$ cat src/pkg/efr_pkg.sv
// Package: constants and carrier types for the enclave fault record and page metadata block
package efr_pkg;
  // Capability bitmap and component sizing
  localparam int unsigned CAP_W = 32;
  localparam logic [31:0] CAP_FAULT_REC_BIT = 32'h0000_0001;
  localparam logic [15:0] FAULT_REC_SIZE = 16'h0010;
  localparam logic [15:0] FAULT_REC_BELOW_GPR = 16'h0010;
  // Fault record byte offsets
  localparam logic [3:0] FR_ADDR_OFS = 4'h0;
  localparam logic [3:0] FR_CODE_OFS = 4'h8;
  localparam logic [3:0] FR_RSVD_OFS = 4'hc;
  // Exception vectors
  localparam logic [7:0] VEC_GP = 8'h0d;
  localparam logic [7:0] VEC_PF = 8'h0e;
  // Error code bit positions
  localparam int unsigned EC_P = 0;
  localparam int unsigned EC_WR = 1;
  localparam int unsigned EC_US = 2;
  localparam int unsigned EC_RSVD = 3;
  localparam int unsigned EC_ID = 4;
  localparam int unsigned EC_PK = 5;
  localparam int unsigned EC_ENCLAVE_PAGE_CACHE_MAP = 15;
  // Page parameter block byte offsets and alignment
  localparam logic [4:0] PPB_LIN_OFS = 5'h00;
  localparam logic [4:0] PPB_SRC_OFS = 5'h08;
  localparam logic [4:0] PPB_META_OFS = 5'h10;
  localparam logic [4:0] PPB_CTRL_OFS = 5'h18;
  localparam int unsigned PPB_ALIGN_BITS = 5;
  // Page security metadata
  localparam int unsigned META_RSVD_BYTES = 56;
  localparam int unsigned FL_R = 0;
  localparam int unsigned FL_W = 1;
  localparam int unsigned FL_X = 2;
  localparam int unsigned FL_PEND = 3;
  localparam int unsigned FL_MOD = 4;
  localparam int unsigned FL_PR = 5;
  localparam int unsigned FL_KIND_LO = 8;
  localparam logic [63:0] FL_RSVD_MASK = 64'hffff_ffff_ffff_00c0;

  // Page kinds
  typedef enum logic [7:0] {
    KIND_CONTROL_PAGE = 8'h00,
    KIND_THREAD_CONTROL_PAGE = 8'h01,
    KIND_NORMAL_PAGE = 8'h02,
    KIND_VERSION_ARRAY = 8'h03,
    KIND_TRIMMED_PAGE = 8'h04
  } efr_kind_t;

  // Fault report from the core
  typedef struct packed {
    logic valid;
    logic is_pf;
    logic [7:0] vector;
    logic [63:0] lin_addr;
    logic [31:0] err_code;
  } efr_fault_t;

  // Fault record as written to the save frame
  typedef struct packed {
    logic [31:0] reserved;
    logic [31:0] fault_error_code;
    logic [63:0] fault_linear_address;
  } efr_record_t;

  // Decoded page security metadata
  typedef struct packed {
    logic perm_r;
    logic perm_w;
    logic perm_x;
    logic pending;
    logic modified;
    logic permission_restrict_flag;
    logic [7:0] kind;
    logic kind_known;
    logic rsvd_ok;
    logic align_ok;
  } efr_meta_t;
endpackage

$ cat src/hw/efr_top.sv
// Top: fault record builder, region sizing and page metadata checker
//
// The core presents a fault report as a one-cycle pulse. For vector 13 or 14, when the enclave
// has the fault record enabled, the block builds the 16-byte record and
// presents it with a one-cycle write strobe and the byte address of the
// record (general register save area base minus 16).
//
// For page-management instructions the core presents the page parameter
// block fields and the metadata flags word with a check strobe; the block
// answers one cycle later with the decoded fields and a pass flag.
//
// Software sets the capability bitmap and component select over Avalon-MM;
// status registers show the region size, record count and last decode result.

// Contract
// - One component per set capability bit
// - Zero bitmap: no extra region
// - Region size from highest selected component
// - Record is 16 bytes below register area
// - Write record only if both bit0s set
// - Future components zero size
// - Address field: fault address or zero
// - Error code at offset 8, rest reserved
// - Page fault code bit 2 forced one
// - Bits 0,1,3,4 pass through unchanged
// - Bit 5 key, bit 15 map fault
// - Four 8-byte parameter block fields
// - Metadata flags plus 56 zero bytes
// - Bits 0-2 grant read, write, execute
// - Bits 3-5 pending, modified, restrict
// - Kind in 15:8, reserved bits zero
// - Kind codes 0 to 4 decoded
// - Faults 13 and 14 reported when selected
module efr_top (
  input wire logic core_clk_i,
  input wire logic rst_i,
  // Avalon-MM slave
  input wire logic [3:0] avs_address_i,
  input wire logic avs_read_i,
  input wire logic avs_write_i,
  input wire logic [31:0] avs_writedata_i,
  input wire logic [3:0] avs_byteenable_i,
  output logic [31:0] avs_readdata_o,
  output logic avs_waitrequest_o,
  // Fault report from the core
  input wire efr_pkg::efr_fault_t fault_i,
  input wire logic [63:0] gpr_base_i,
  // Fault record write port
  output logic rec_wr_o,
  output logic [63:0] rec_addr_o,
  output efr_pkg::efr_record_t rec_o,
  // Page parameter block check
  input wire logic chk_i,
  input wire logic [63:0] ppb_addr_i,
  input wire logic [255:0] ppb_i,
  input wire logic [63:0] flags_i,
  input wire logic rsvd_zero_i,
  output logic chk_done_o,
  output logic chk_ok_o,
  output efr_pkg::efr_meta_t meta_o,
  output logic [63:0] lin_addr_o,
  output logic [63:0] src_addr_o,
  output logic [63:0] meta_addr_o,
  output logic [63:0] ctrl_addr_o,
  output logic [15:0] region_size_o
);
  // Register word indices
  localparam logic [3:0] REG_CAP = 4'h0;
  localparam logic [3:0] REG_SEL = 4'h1;
  localparam logic [3:0] REG_SIZE = 4'h2;
  localparam logic [3:0] REG_FCNT = 4'h3;
  localparam logic [3:0] REG_META = 4'h4;

  logic [31:0] cap_q; // Capability bitmap
  logic [31:0] sel_q; // Component select field
  logic [15:0] fcnt_q; // Records written
  logic ack_q; // Access answered this cycle
  logic [15:0] size_w; // Region size from sizing logic
  logic rec_en_w; // Fault record enabled
  efr_pkg::efr_meta_t meta_w; // Decoded metadata
  logic report_w; // Fault qualifies for a record

  // Merge a write into a register under byte enables
  function automatic logic [31:0] be_merge(input logic [31:0] old, input logic [31:0] wd,
                                           input logic [3:0] be);
    logic [31:0] r;
    r = old;
    for (int i = 0; i < 4; i++) begin
      if (be[i]) begin
        r[i*8 +: 8] = wd[i*8 +: 8];
      end
    end
    be_merge = r;
  endfunction

  // Region sizing
  efr_size_calc u_size (
    .cap_bitmap_i(cap_q),
    .select_i(sel_q),
    .region_size_o(size_w),
    .fault_rec_en_o(rec_en_w)
  );

  // Metadata decode
  efr_meta_dec u_meta (
    .flags_i(flags_i),
    .rsvd_zero_i(rsvd_zero_i),
    .ppb_addr_i(ppb_addr_i),
    .meta_o(meta_w)
  );

  // Waitrequest low for one cycle per access, answering on the second cycle
  always_ff @(posedge core_clk_i) begin
    if (rst_i) begin
      ack_q <= 1'b0;
    end else begin
      ack_q <= (avs_read_i || avs_write_i) && !ack_q;
    end
  end

  always_ff @(posedge core_clk_i) begin
    if (rst_i) begin
      avs_waitrequest_o <= 1'b1;
    end else begin
      avs_waitrequest_o <= !((avs_read_i || avs_write_i) && !ack_q);
    end
  end

  // Software-written capability and select registers
  always_ff @(posedge core_clk_i) begin
    if (rst_i) begin
      cap_q <= 32'h0000_0000;
      sel_q <= 32'h0000_0000;
    end else if (avs_write_i && !avs_waitrequest_o) begin
      if (avs_address_i == REG_CAP) begin
        cap_q <= be_merge(cap_q, avs_writedata_i, avs_byteenable_i);
      end
      if (avs_address_i == REG_SEL) begin
        sel_q <= be_merge(sel_q, avs_writedata_i, avs_byteenable_i);
      end
    end
  end

  // Read data, prepared with the answer; unmapped words read zero
  always_ff @(posedge core_clk_i) begin
    if (rst_i) begin
      avs_readdata_o <= 32'h0000_0000;
    end else if (avs_read_i && !ack_q) begin
      unique case (avs_address_i)
        REG_CAP: avs_readdata_o <= cap_q;
        REG_SEL: avs_readdata_o <= sel_q;
        REG_SIZE: avs_readdata_o <= {16'h0000, size_w};
        REG_FCNT: avs_readdata_o <= {16'h0000, fcnt_q};
        REG_META: avs_readdata_o <= {16'h0000, meta_o.kind, 2'b00, chk_ok_o,
                                     meta_o.permission_restrict_flag, meta_o.modified,
                                     meta_o.pending, meta_o.perm_x, meta_o.perm_w};
        default: avs_readdata_o <= 32'h0000_0000;
      endcase
    end
  end

  // Qualify a fault: only vectors 13 and 14, and only when enabled
  always_comb begin
    report_w = fault_i.valid && rec_en_w &&
               ((fault_i.vector == efr_pkg::VEC_PF) || (fault_i.vector == efr_pkg::VEC_GP));
  end

  // Build and present the fault record
  always_ff @(posedge core_clk_i) begin
    if (rst_i) begin
      rec_wr_o <= 1'b0;
      rec_addr_o <= 64'h0;
      rec_o <= '0;
    end else begin
      rec_wr_o <= report_w;
      if (report_w) begin
        rec_addr_o <= gpr_base_i - 64'(efr_pkg::FAULT_REC_BELOW_GPR);
        rec_o.reserved <= 32'h0000_0000;
        // Address only for page faults, cleared for protection faults
        rec_o.fault_linear_address <= (fault_i.vector == efr_pkg::VEC_PF) ?
                                      fault_i.lin_addr : 64'h0;
        if (fault_i.vector == efr_pkg::VEC_PF) begin
          // Keep defined flags except bit 2, forced to one; zero reserved bits
          rec_o.fault_error_code <= {16'h0000, fault_i.err_code[efr_pkg::EC_ENCLAVE_PAGE_CACHE_MAP], 9'h000,
                                     fault_i.err_code[efr_pkg::EC_PK],
                                     fault_i.err_code[efr_pkg::EC_ID],
                                     fault_i.err_code[efr_pkg::EC_RSVD],
                                     1'b1,
                                     fault_i.err_code[efr_pkg::EC_WR],
                                     fault_i.err_code[efr_pkg::EC_P]};
        end else begin
          rec_o.fault_error_code <= fault_i.err_code;
        end
      end
    end
  end

  // Count written records
  always_ff @(posedge core_clk_i) begin
    if (rst_i) begin
      fcnt_q <= 16'h0000;
    end else if (report_w) begin
      fcnt_q <= fcnt_q + 16'h0001;
    end
  end

  // Page parameter block split and metadata check
  always_ff @(posedge core_clk_i) begin
    if (rst_i) begin
      chk_done_o <= 1'b0;
      chk_ok_o <= 1'b0;
      meta_o <= '0;
      lin_addr_o <= 64'h0;
      src_addr_o <= 64'h0;
      meta_addr_o <= 64'h0;
      ctrl_addr_o <= 64'h0;
    end else begin
      chk_done_o <= chk_i;
      if (chk_i) begin
        meta_o <= meta_w;
        // Four 8-byte fields at their byte offsets
        lin_addr_o <= ppb_i[8*efr_pkg::PPB_LIN_OFS +: 64];
        src_addr_o <= ppb_i[8*efr_pkg::PPB_SRC_OFS +: 64];
        meta_addr_o <= ppb_i[8*efr_pkg::PPB_META_OFS +: 64];
        ctrl_addr_o <= ppb_i[8*efr_pkg::PPB_CTRL_OFS +: 64];
        // Pass only when aligned, zeros kept, kind defined
        chk_ok_o <= meta_w.align_ok && meta_w.rsvd_ok && meta_w.kind_known;
      end
    end
  end

  // Region size shown to the frame allocator
  always_ff @(posedge core_clk_i) begin
    if (rst_i) begin
      region_size_o <= 16'h0000;
    end else begin
      region_size_o <= size_w;
    end
  end

  // Record only when both enable bits are set
  a_rec_enable: assert property (@(posedge core_clk_i) disable iff (rst_i)
    rec_wr_o |-> ($past(cap_q[0]) && $past(sel_q[0])))
    else $error("record written while disabled");

  // Qualifying page fault produces a record next cycle
  a_rec_follows: assert property (@(posedge core_clk_i) disable iff (rst_i)
    (fault_i.valid && cap_q[0] && sel_q[0] && fault_i.vector == efr_pkg::VEC_PF) |=> rec_wr_o)
    else $error("page fault not recorded");

  // Protection faults clear the address field
  a_gp_addr_zero: assert property (@(posedge core_clk_i) disable iff (rst_i)
    (rec_wr_o && $past(fault_i.vector) == efr_pkg::VEC_GP) |-> rec_o.fault_linear_address == 64'h0)
    else $error("protection fault address not cleared");

  // Page fault code has bit 2 set
  a_pf_user_bit: assert property (@(posedge core_clk_i) disable iff (rst_i)
    (rec_wr_o && $past(fault_i.vector) == efr_pkg::VEC_PF) |-> rec_o.fault_error_code[2])
    else $error("user bit missing");

  // Reserved record bytes are zero
  a_rsvd_zero: assert property (@(posedge core_clk_i) disable iff (rst_i)
    rec_wr_o |-> (rec_o.reserved == 32'h0))
    else $error("reserved record bytes not zero");

  // Record address sits 16 below the register area
  a_rec_addr: assert property (@(posedge core_clk_i) disable iff (rst_i)
    rec_wr_o |-> (rec_addr_o == $past(gpr_base_i) - 64'h10))
    else $error("record address wrong");

  // Zero bitmap gives zero region size
  a_no_region: assert property (@(posedge core_clk_i) disable iff (rst_i)
    (cap_q == 32'h0) |=> (region_size_o == 16'h0))
    else $error("region sized without capability");

  // Misaligned block never passes
  a_align_chk: assert property (@(posedge core_clk_i) disable iff (rst_i)
    (chk_i && ppb_addr_i[4:0] != 5'h00) |=> (chk_done_o && !chk_ok_o))
    else $error("misaligned block passed");

  // Unknown kind code never passes
  a_kind_chk: assert property (@(posedge core_clk_i) disable iff (rst_i)
    (chk_i && flags_i[15:8] > 8'h04) |=> !chk_ok_o)
    else $error("reserved kind passed");

  // Page fault code keeps the ordinary fault flags
  a_pf_flag_copy: assert property (@(posedge core_clk_i) disable iff (rst_i)
    (rec_wr_o && $past(fault_i.vector) == efr_pkg::VEC_PF) |->
      (rec_o.fault_error_code[4:3] == $past(fault_i.err_code[4:3]) &&
       rec_o.fault_error_code[1:0] == $past(fault_i.err_code[1:0])))
    else $error("page fault flags not kept");

  // Key and map bits carried, reserved code bits zero
  a_pf_code_rsvd: assert property (@(posedge core_clk_i) disable iff (rst_i)
    (rec_wr_o && $past(fault_i.vector) == efr_pkg::VEC_PF) |->
      (rec_o.fault_error_code[31:16] == 16'h0000 && rec_o.fault_error_code[14:6] == 9'h000 &&
       rec_o.fault_error_code[5] == $past(fault_i.err_code[5]) &&
       rec_o.fault_error_code[15] == $past(fault_i.err_code[15])))
    else $error("page fault code bits wrong");

  // Protection fault code is stored whole
  a_gp_code: assert property (@(posedge core_clk_i) disable iff (rst_i)
    (rec_wr_o && $past(fault_i.vector) == efr_pkg::VEC_GP) |->
      (rec_o.fault_error_code == $past(fault_i.err_code)))
    else $error("protection fault code not stored");

  // A fault while the record is disabled writes nothing
  a_rec_refused: assert property (@(posedge core_clk_i) disable iff (rst_i)
    (fault_i.valid && !(cap_q[0] && sel_q[0])) |=> !rec_wr_o)
    else $error("record written while disabled");

  // Reserved flag bits never pass
  a_flag_rsvd: assert property (@(posedge core_clk_i) disable iff (rst_i)
    (chk_i && (flags_i & efr_pkg::FL_RSVD_MASK) != 64'h0) |=> !chk_ok_o)
    else $error("reserved flag bits passed");

  // Permission bits follow the flags word
  a_perm_copy: assert property (@(posedge core_clk_i) disable iff (rst_i)
    chk_i |=> (meta_o.perm_r == $past(flags_i[efr_pkg::FL_R]) &&
               meta_o.perm_w == $past(flags_i[efr_pkg::FL_W]) &&
               meta_o.perm_x == $past(flags_i[efr_pkg::FL_X])))
    else $error("permission bits wrong");
endmodule

$ cat src/hw/efr_size_calc.sv
// Region sizing: extra-information region size from capability and select bits
module efr_size_calc (
  input wire logic [31:0] cap_bitmap_i,
  input wire logic [31:0] select_i,
  output logic [15:0] region_size_o,
  output logic fault_rec_en_o
);
  // Highest selected component decides the size; only the fault record has a size
  always_comb begin
    region_size_o = 16'h0000;
    fault_rec_en_o = 1'b0;
    if (cap_bitmap_i != 32'h0000_0000) begin
      // Future components weigh nothing, whatever the upper capability bits hold
      if ((select_i & cap_bitmap_i & efr_pkg::CAP_FAULT_REC_BIT) != 32'h0) begin
        region_size_o = efr_pkg::FAULT_REC_SIZE;
        fault_rec_en_o = 1'b1;
      end
    end
  end
endmodule

$ cat src/hw/efr_meta_dec.sv
// Page security metadata and page parameter block decode
module efr_meta_dec (
  input wire logic [63:0] flags_i,
  input wire logic rsvd_zero_i,
  input wire logic [63:0] ppb_addr_i,
  output efr_pkg::efr_meta_t meta_o
);
  // Kind code is one of the five defined values
  function automatic logic kind_known(input logic [7:0] k);
    kind_known = (k <= 8'(efr_pkg::KIND_TRIMMED_PAGE));
  endfunction

  // Field decode
  always_comb begin
    meta_o.perm_r = flags_i[efr_pkg::FL_R];
    meta_o.perm_w = flags_i[efr_pkg::FL_W];
    meta_o.perm_x = flags_i[efr_pkg::FL_X];
    meta_o.pending = flags_i[efr_pkg::FL_PEND];
    meta_o.modified = flags_i[efr_pkg::FL_MOD];
    meta_o.permission_restrict_flag = flags_i[efr_pkg::FL_PR];
    meta_o.kind = flags_i[efr_pkg::FL_KIND_LO +: 8];
    meta_o.kind_known = kind_known(flags_i[efr_pkg::FL_KIND_LO +: 8]);
    // Reserved bits and reserved bytes must all be zero
    meta_o.rsvd_ok = ((flags_i & efr_pkg::FL_RSVD_MASK) == 64'h0) && rsvd_zero_i;
    meta_o.align_ok = (ppb_addr_i[efr_pkg::PPB_ALIGN_BITS-1:0] == 5'h00);
  end
endmodule

$ cat config.mk
export PLATFORM = sky130hd
export DESIGN_NAME = efr_top
export DESIGN_NICKNAME = d
export VERILOG_FILES = /design/src/pkg/efr_pkg.sv /design/src/hw/efr_top.sv /design/src/hw/efr_size_calc.sv /design/src/hw/efr_meta_dec.sv
export SDC_FILE = /design/constraint.sdc
export NUM_CORES = 1
export LEC_CHECK = 0
export ABC_AREA = 1
export BUFFER_PORTS_ARGS = -buffer_cell sky130_fd_sc_hd__buf_2
export CORE_AREA = 2 2 439 441
export DETAILED_ROUTE_END_ITERATION = 10
export DIE_AREA = 0 0 441 443
export MAX_ROUTING_LAYER = met4
export PLACE_DENSITY = 0.3
export SLEW_MARGIN = 25
export SYNTH_ARGS = -nofsm -noshare
export SYNTH_HDL_FRONTEND = slang
export SYNTH_HIERARCHICAL = 1
export SYNTH_SLANG_ARGS = --single-unit
export TNS_END_PERCENT = 20
$ cat constraint.sdc
create_clock -name core_clk_i -period 1.6 [get_ports core_clk_i]
set_clock_uncertainty 0.15 [all_clocks]
set_input_delay 0.24 -clock core_clk_i [delete_from_list [all_inputs] [get_ports core_clk_i]]
set_output_delay 0.24 -clock core_clk_i [all_outputs]
set_load 0.005 [all_outputs]
# [Yosys cells after proc, flatten, opt, wreduce, memory -nomap -nowiden]
# Index checks and enable logic that the tools add are counted.
[op_classes] add_sub_neg=2 mul=0 div_mod_pow=0 n_lt_le_gt_ge=1 n_eq_ne=6 n_shift=0 muxes=7 n_bitwise=1 reduce_logical=25
[ops] operator="$pmux 32 s5" count=1
[ops] operator="$logic_not 64->1" count=1
[ops] operator="$mux 64" count=1
[ops] operator="$sub 64x5->64 const B" count=1
[ops] operator="$mux 32" count=1
[ops] operator="$reduce_bool 32->1" count=1
[ops] operator="$reduce_and 3->1" count=8
[ops] operator="$add 16x1->16 const B" count=1
[ops] operator="$eq 8x4->1 const B" count=2
[ops] operator="$mux 5" count=2
[ops] operator="$eq 4x2->1 const B" count=2
[ops] operator="$le 8x3->1 const B" count=1
[ops] operator="$logic_and 1x1->1" count=8
[ops] operator="$logic_not 5->1" count=1
[ops] operator="$eq 4x1->1 const B" count=1
[ops] operator="$eq 4x3->1 const B" count=1
[ops] operator="$logic_not 4->1" count=1
[ops] operator="$logic_not 1->1" count=3
[ops] operator="$logic_or 1x1->1" count=2
[ops] operator="$mux 1" count=2
[ops] operator="$and 1x1->1" count=1
[totals] register_bits=566 latchBits=0 ram_bits=0 rom_bits=0 input_bits=600 output_inout_bits=517 wordCells=75 n_memories=0

# [Depth between registers and ports, before layout]
# Gate-level depths: netlist of run 1.
[logic_depth] word_depth=5 ltp_mapped=13 mapped_depth_nobuf=11

# [Modules after synthesis]
# The synthesis of run 1 kept the hierarchy.
[modules_own_cells] module="efr_top" n_inst=1 cells_per_inst=3232 area_each_um2=22724.3 seq_area_each_um2=11330.9
[modules_own_cells] module="efr_meta_dec" n_inst=1 cells_per_inst=90 area_each_um2=410.4 seq_area_each_um2=0.0
[modules_own_cells] module="efr_size_calc" n_inst=1 cells_per_inst=19 area_each_um2=131.4 seq_area_each_um2=0.0

# [Worst setup path after synthesis of run 1]
# OpenSTA, ideal clock, no wires.
[synth_timing] path_type="input to register" from="input gpr_base_i[4]" to="register rec_addr_o[60]" setup_time_ps=109 arrival_ps=1362 required_ps=1341 setup_slack_ps=-21 cell_stages=11 path_buffers=0 cell_sequence="inv_1 ha_1 nand2_1 nor2_1 inv_1 nor2_1 nand2_1 nand2_1 nand3_1 nand2_1 inv_1"
[synth_between] elab_chain_cells=1
[synth_rtl] element="start: declaration" line_no="efr_top.sv:47" source="input wire logic [63:0] gpr_base_i,"
[synth_rtl] element="$sub 64x5->64" line_no="efr_top.sv:177" source="rec_addr_o <= gpr_base_i - 64'(efr_pkg::FAULT_REC_BELOW_GPR);"
[synth_rtl] element="end signal: assignment" line_no="efr_top.sv:177"
[synth_rtl] element="end: declaration" line_no="efr_top.sv:50" source="output logic [63:0] rec_addr_o,"
# No other way between the ends.
# A chain may end at the register's enable or synchronous reset.

# [Worst setup path after layout of run 1]
[layout_timing] from="register cap_q[0]" to="register rec_addr_o[27]"
[layout_between] elab_chain_cells=5 elab_cells_between_ends=6 classes_between="mux (2); bitwise (1); reduce/logical (3)"
[layout_rtl] element="start: declaration" line_no="efr_top.sv:74" source="logic [31:0] cap_q;"
[layout_rtl] element="start signal: assignment" line_no="efr_top.sv:136" source="cap_q <= be_merge(cap_q, avs_writedata_i, avs_byteenable_i);"
[layout_rtl] element="branches (longest 2 deep; another with $reduce_bool 32->1)"
[layout_rtl] element="$mux 1 (*)" line_no="efr_size_calc.sv:12" source="if (cap_bitmap_i != 32'h0000_0000) begin"
[layout_rtl] element="via rec_en_w" line_no="efr_top.sv:79" source="logic rec_en_w;"
[layout_rtl] element="$logic_and 1x1->1 (*) (2 in a row)" line_no="efr_top.sv:164" source="report_w = fault_i.valid && rec_en_w &&"
# Mark *: on every way through the listed nets, which the timed path passes.

==> results of run 1 <==
layer usage:
layer  track usage (%)  share of wire, %  vias up  wire (µm)
li1                  -                 -    14466          -
met1             16.72                43    13764      60470
met2             23.61                49      794      68560
met3             3.103               5.5      158       7736
met4             4.112               2.3        0       3175
met5                 -                 0        -          0
sequential cells by signal (all words and copies together), names as in the netlist:
name and flops:
lin_addr_o 64, sel_q 32, rec_wr_o 1, chk_ok_o 1, avs_waitrequest_o 1, src_addr_o 64
chk_done_o 1, fcnt_q 16, ctrl_addr_o 64, cap_q 32, ack_q 1, avs_readdata_o 32
region_size_o 16, meta_addr_o 64, rec_addr_o 64, meta_o 17, rec_o 96
power by group through the flow:
stage               clock [mW]  sequential (mW)  combinational (mW)
floorplan                    0             15.2                1.28
global placement             0             15.2                3.63
detailed placement           0             15.2                3.60
CTS                       20.3             14.9                5.05
global route              20.8             14.9                5.56
finish                    19.5             14.9                5.08
layout make-up:
class | count | area share (%)
Timing Repair inverter | 2 | 0.1005
Timing Repair Buffer | 2069 | 35.92
Clock buffer | 121 | 5.149
Multi-Input combinational cell | 2357 | 24.01
Inverter | 220 | 1.905
Antenna cell | 12 | 0.06521
Clock inverter | 25 | 0.9510
Tap cell | 2526 | 6.864
Sequential cell | 566 | 25.04
worst max-delay path: cells and delay by family, from the launching register on:
kind,cells,cell delay (ns)
and+or+nand+nor,7,0.65
DFF,1,0.32
buffers and inverters,4,0.42
Yosys cell counts, types with 9 or more instances:
library cell  count
o21ai_1          22
inv_1           216
nor2_1          900
a21oi_1          90
buf_1            13
dfxtp_1         566
xnor2_1           9
nand3_1         170
nand2_1         565
clkbuf_1        142
o21ai_0         490
nor3_1           12
buf_4            63
buf_2            24
metrics by stage:
| stage | area (µm²) | setup TNS [ns] | setup WS (ns) | utilization, % |
|---|---|---|---|---|
| 6_report | 46050 | -3.991 | -0.07918 | 24.09 |
| 3_3_place_gp | 33200 | -72.17 | -0.5357 | 17.37 |
| 3_5_place_dp | 33200 | -74.67 | -0.5351 | 17.37 |
| 2_1_floorplan | 23440 | -0.01336 | -0.007557 | - |
| 5_1_grt | 46050 | -31.60 | -0.1767 | 24.09 |
| 4_1_cts | 44370 | -34.62 | -0.1438 | 23.21 |
repair_timing:
action,in CTS,in global routing
endpoints found under the setup margin,721,712
buffers inserted,8,7
pin swaps,30,86
hold endpoints to repair,544,2
cloned,22,14
hold buffers,704,2
gates resized for setup,267,460
kinds of logic (layout without fill, tap and decap cells):
kind of cell	count (synthesis)	count (layout)	share of synthesized area, %
xor+xnor	16	16	0.6023
fa+ha+maj	2	2	0.1075
other cells	2	59	0.03228
simple gates	1670	1673	28.28
flops	566	566	48.70
buf+inv	466	2437	8.793
compound gates	619	619	13.48
worst max path at each step:
stage                           start                 to  slack, ns  depth (start not counted)
floorplan               gpr_base_i[4]     rec_addr_o[50]     -0.008                         11
detailed placement      gpr_base_i[4]     rec_addr_o[58]      -0.54                         13
global route                 cap_q[0]      rec_addr_o[8]      -0.18                         11
global placement        gpr_base_i[4]     rec_addr_o[58]      -0.54                         13
finish                       cap_q[0]     rec_addr_o[27]      -0.08                         11
CTS                 avs_waitrequest_o  avs_waitrequest_o      -0.14                          2
==> impl_metrics.tcl, run 1 <==
set metrics [dict create \
    worst_r2r_path_depth 11 \
    multiInputGateArea_um2 11050 \
    netSwitchingPower_mw 10.30 \
    worst-path-max-fanout 8 \
    final_cell_mix "buf_2 (924), nor2_1 (849), dlygate4sd3_1 (691)" \
    post_route_cells_drive_above_1_share_pct 34.40 \
    critical_path.max_stage_delay_ns 0.32 \
    worst_pin_slew_ns 0.4997 \
    ys_warn_count 6 \
    synth.avg_cell_area_um2 6.964 \
    ff_latch_area_um2 11530 \
    power.static_leakage_nw 20.80 \
    postRouteWirelength_mm 139.9 \
    vias_in_the_first_global_route 29801 \
    via_count 29182 \
    timing.hold.worst.class "input port to flip-flop" \
    grt_usage_pct 14.08 \
    outcome "finished with violations" \
    min_to "rec_addr_o[26]" \
    irDropWorstVdd_v 0.0005973 \
    clock_power_share_pct 49.4 \
    synth.cell_area_um2 23270 \
    io_pins 1117 \
    synth_sequential_area_ratio_pct 48.70 \
    power.internal_mw 29.14 \
    root_buffer "clkbuf_16" \
    grt_max_degree 72 \
    cts_buffers 81 \
    synth_area_leaders "dfxtp_1 (49%), nor2_1 (15%), o21ai_0 (11%)" \
    initial_core_util_pct 12.17 \
    fin_crit_ns 1.679 \
    yosysTopAreaCell "dfxtp_1" \
    rsz_0062_raised_after_global_routing "yes" \
    ant_nets 0 \
    layout_commonest_cell "buf_2" \
    firstDrtPassIters 5 \
    report.power.total_mw 39.44 \
    power-per-cell-area_nw_per_um2 856.5 \
    cts_tree "yes" \
    setup_violations 113 \
    drc_errors 0 \
    synth.lib_cells_used.distinct 35 \
    grt_first_pass_wirelength_mm 199.5 \
    die_h_um 443 \
    numClockSinks 566 \
    worst_hold_path.num_cells 7 \
    nFillCells 21460 \
    crit_type "flip-flop to flip-flop" \
    synth_largest_type_area_fraction_pct 48.70 \
    cells_after_synthesis 3341 \
    r2r-end "rec_addr_o[27]" \
    crit_path_start_kind "flip-flop" \
    worstHoldStart "gpr_base_i[25]" \
    via_per_inst 3.695 \
    clk_pin_slew_worst_paths_ns 0.06 \
    regToRegSetupSlack_ns -0.08 \
    crit_path_end_kind "flip-flop" \
    violations_in_the_final_reports "setup timing" \
    detailedRoute.firstIterationViolations 1223 \
    post_synthesis_sequential_element_count 566 \
    final_cells 7898 \
    slew_headroom_pct 66.61 \
    worst_skew_pair.late_latency_ns 0.71 \
    power.share.sequential_pct 37.7 \
    worst_ep_arrival_time_ns 2.12 \
    worst_r2r_startpoint "cap_q[0]" \
    ordered_list_of_cells_on_the_worst_path "nand2_2 > inv_4 > nand2_4 > nor2_4 > nand2_8 > clkinv_16 > nand2_8 > clkbuf_16 > nand2_2 > nand2_1 > inv_1" \
    place.detailed.hpwl_mm 101.8 \
    route.detailed.wl_per_inst_um 17.72 \
    crit_path_required_time_ns 2.04 \
    timing.fmax_mhz 595.5 \
    max-cap-violations 0 \
    rows 161 \
    critical_path.slowest_cell "dfxtp_2" \
    design.die.area_um2 195400 \
    max_slew_vio_count 0 \
    share_comb_of_total_power_pct 12.9 \
    port_buffers 1024 \
    synth_enable_flop_cells 0 \
    synthArstFlopShare_pct 0 \
    antenna_found_initial 18 \
    cts_max_path_buffers 3 \
    postLayoutSetupSlackWorst_ns -0.07918 \
    final_min_period_over_clock_period_pct 104.9 \
    num-nets-final 5899 \
    numPlacedInstances 6990 \
    synth_top_flop_cell "dfxtp_1" \
    number_of_h_tree_levels 3 \
    fp.dieW_um 441 \
    grt_overflow_total 0 \
    final-hold-violation-count 0 \
    globalplace.congestion 0.8948 \
    coreArea_um2 191200 \
    holdWs_ns 0.004239 \
    area_growth_pct 97.92 \
    power_switching_share_pct 26.11 \
]
Note: power is estimated with default switching activity, not from simulation.
==> run 2, diff against run 1 <==
Settings changed: CORE_AREA 2 2 439 441 to 2 2 429 431, DIE_AREA 0 0 441 443 to 0 0 431 433, PLACE_DENSITY 0.3 to 0.31, TNS_END_PERCENT 20 to unset.
==> impl_metrics.tcl, run 2 (synthesis gave the netlist of run 1 again) <==
set metrics [dict create \
    die_h_um 433 \
    power-per-cell-area_nw_per_um2 822.0 \
    crit_type "flip-flop to flip-flop" \
    max_slew_vio_count 0 \
    postLayoutSetupSlackWorst_ns -0.08230 \
    report.power.total_mw 38.71 \
    drc_errors 0 \
    multiInputGateArea_um2 10890 \
    io_pins 1117 \
    grt_first_pass_wirelength_mm 193.5 \
    worst-path-buf-inv 4 \
    place.detailed.hpwl_mm 99.50 \
    globalplace.congestion 0.8830 \
    post_route_cells_drive_above_1_share_pct 39.82 \
    cts_buffers 79 \
    coreArea_um2 182100 \
    irDropWorstVdd_v 0.0007033 \
    worst_hold_path.num_cells 4 \
    root_buffer "clkbuf_16" \
    final_min_period_over_clock_period_pct 105.1 \
    regMostFlops "rec_o" \
    area_growth_pct 102.4 \
    critical_path.slowest_cell "dfxtp_2" \
    detailedRoute.firstIterationViolations 1194 \
    grt_usage_pct 14.20 \
    final_cell_mix "nor2_1 (848), buf_2 (783), dlygate4sd3_1 (718)" \
    fin_crit_ns 1.682 \
    detailedPlace.worstSlack_ns -0.5897 \
    timing.fmax_mhz 594.4 \
    worst_r2r_startpoint "cap_q[0]" \
    rows 157 \
    ff_latch_area_um2 11920 \
    critical_path.max_stage_delay_ns 0.34 \
    worst_r2r_path_depth 9 \
    numClockSinks 566 \
    largest_register_ffs 96 \
    via_per_inst 3.745 \
    violations_in_the_final_reports "hold timing, setup timing" \
    initial_core_util_pct 12.78 \
    port_buffers 1024 \
    nFillCells 20241 \
    route.detailed.wl_per_inst_um 17.58 \
    final-hold-violation-count 5 \
    max-cap-violations 0 \
    critical_path.top_delay_family "buffers and inverters" \
    vias_in_the_first_global_route 29484 \
    ordered_list_of_cells_on_the_worst_path "nand2_2 > inv_4 > nand2_4 > nor2_4 > nand2_4 > buf_8 > bufbuf_16 > o21ai_0 > inv_1" \
    worst-path-max-fanout 8 \
    grt_max_degree 74 \
    design.die.area_um2 186600 \
    worst_pin_slew_ns 0.7411 \
    num-nets-final 5943 \
    firstDrtPassIters 7 \
    crit_path_end_kind "flip-flop" \
    setup_violations 102 \
    cts_max_path_buffers 3 \
    via_count 29206 \
    postRouteWirelength_mm 137.1 \
    power.static_leakage_nw 21.09 \
    cts_tree "yes" \
    timing.hold.worst.class "input port to flip-flop" \
    antenna_found_initial 17 \
    slew_headroom_pct 50.43 \
    crit_path_required_time_ns 2.02 \
    number_of_h_tree_levels 3 \
    regToRegSetupSlack_ns -0.08 \
    grt_overflow_total 0 \
    min_to "rec_o[77]" \
    layout_commonest_cell "nor2_1" \
    rsz_0062_raised_after_global_routing "yes" \
    crit_path_start_kind "flip-flop" \
    holdWs_ns -0.2083 \
    clk_pin_slew_worst_paths_ns 0.06 \
    critical-path-top-cell-by-count "nand2_4" \
    worst_skew_pair.late_latency_ns 0.70 \
    ant_nets 0 \
    fp.dieW_um 431 \
    outcome "finished with violations" \
    r2r-end "rec_addr_o[19]" \
    worst_ep_arrival_time_ns 2.11 \
    worstHoldStart "rst_i" \
]
## run 2: cell types whose count changed in the layout (fill, tap and decap cells not counted), moves of 14 or more
cell / before / now
dfxtp_1: 455 / 146
dfxtp_2: 87 / 393
buf_6: 106 / 255
buf_2: 924 / 783
o21ai_1: 53 / 96
dlygate4sd3_1: 691 / 718
o21ai_2: 73 / 46
buf_4: 263 / 286
o21ai_0: 385 / 368
clkbuf_1: 24 / 10
nand2_1: 504 / 518
## run 2: repair_timing
action / in CTS / in global routing
pin swaps: 11 / 60
gates resized for setup: 206 / 964
buffers inserted: 12 / 35
hold endpoints to repair: 543 / 40
setup endpoints to repair: 710 / 673
gates cloned: 12 / 7
hold buffers: 685 / 43
## run 2: worst reg2reg max path, cell delays in order (launching register included)
cell,delay [ns]
dfxtp_2,0.34
nand2_2,0.07
inv_4,0.09
nand2_4,0.07
nor2_4,0.09
nand2_4,0.09
buf_8,0.17
bufbuf_16,0.30
o21ai_0,0.16
inv_1,0.05
## run 2: per-stage QoR
| step | area, µm² | hold WS [ns] | utilization (%) | instances | TNS (ns) |
|---|---|---|---|---|---|
| finish | 47090 | -0.2083 | 25.86 | 7799 | -2.936 |
| global route | 47090 | -0.2318 | 25.86 | 7797 | -16.51 |
| CTS | 43700 | -0.2938 | 24.00 | 7710 | -38.88 |
| detailed placement | 33310 | 0.2867 | 18.29 | 6863 | -69.41 |
| global placement | 33310 | 0.2815 | 18.29 | 6863 | -70.32 |
| floorplan | 23440 | 0.1800 | - | 3386 | -0.001357 |
## run 2: power breakdown
group | internal (mW) | total (mW) | switching [mW]
combinational | 3.00 | 5.48 | 2.48
sequential | 14.7 | 15.0 | 0.305
clock | 10.6 | 18.3 | 7.61
## run 2: layout make-up
class	instances	share of cell area [%]
Timing Repair Buffer	2117	37.69
Sequential cell	566	25.32
Multi-Input combinational cell	2357	23.12
Tap cell	2385	6.337
Clock buffer	109	4.910
Inverter	220	1.868
Clock inverter	30	0.6722
Antenna cell	15	0.07971
## run 2: how the worst max path moves through the flow
stage / to / startpoint / cells after the start
global route: rec_addr_o[33] / cap_q[0] / 11
global placement: rec_o[66] / cap_q[0] / 9
finish: rec_addr_o[19] / cap_q[0] / 9
detailed placement: rec_o[66] / cap_q[0] / 9
CTS: avs_waitrequest_o / avs_waitrequest_o / 2
floorplan: rec_addr_o[48] / gpr_base_i[4] / 9
## run 2: routing by layer
layer	GRT usage, %	vias to the layer above	share of wire (%)
met4	4.400	0	2.8
met3	3.575	179	6.0
li1	-	14552	-
met1	16.76	13714	43
met5	-	-	0
met2	23.61	761	48
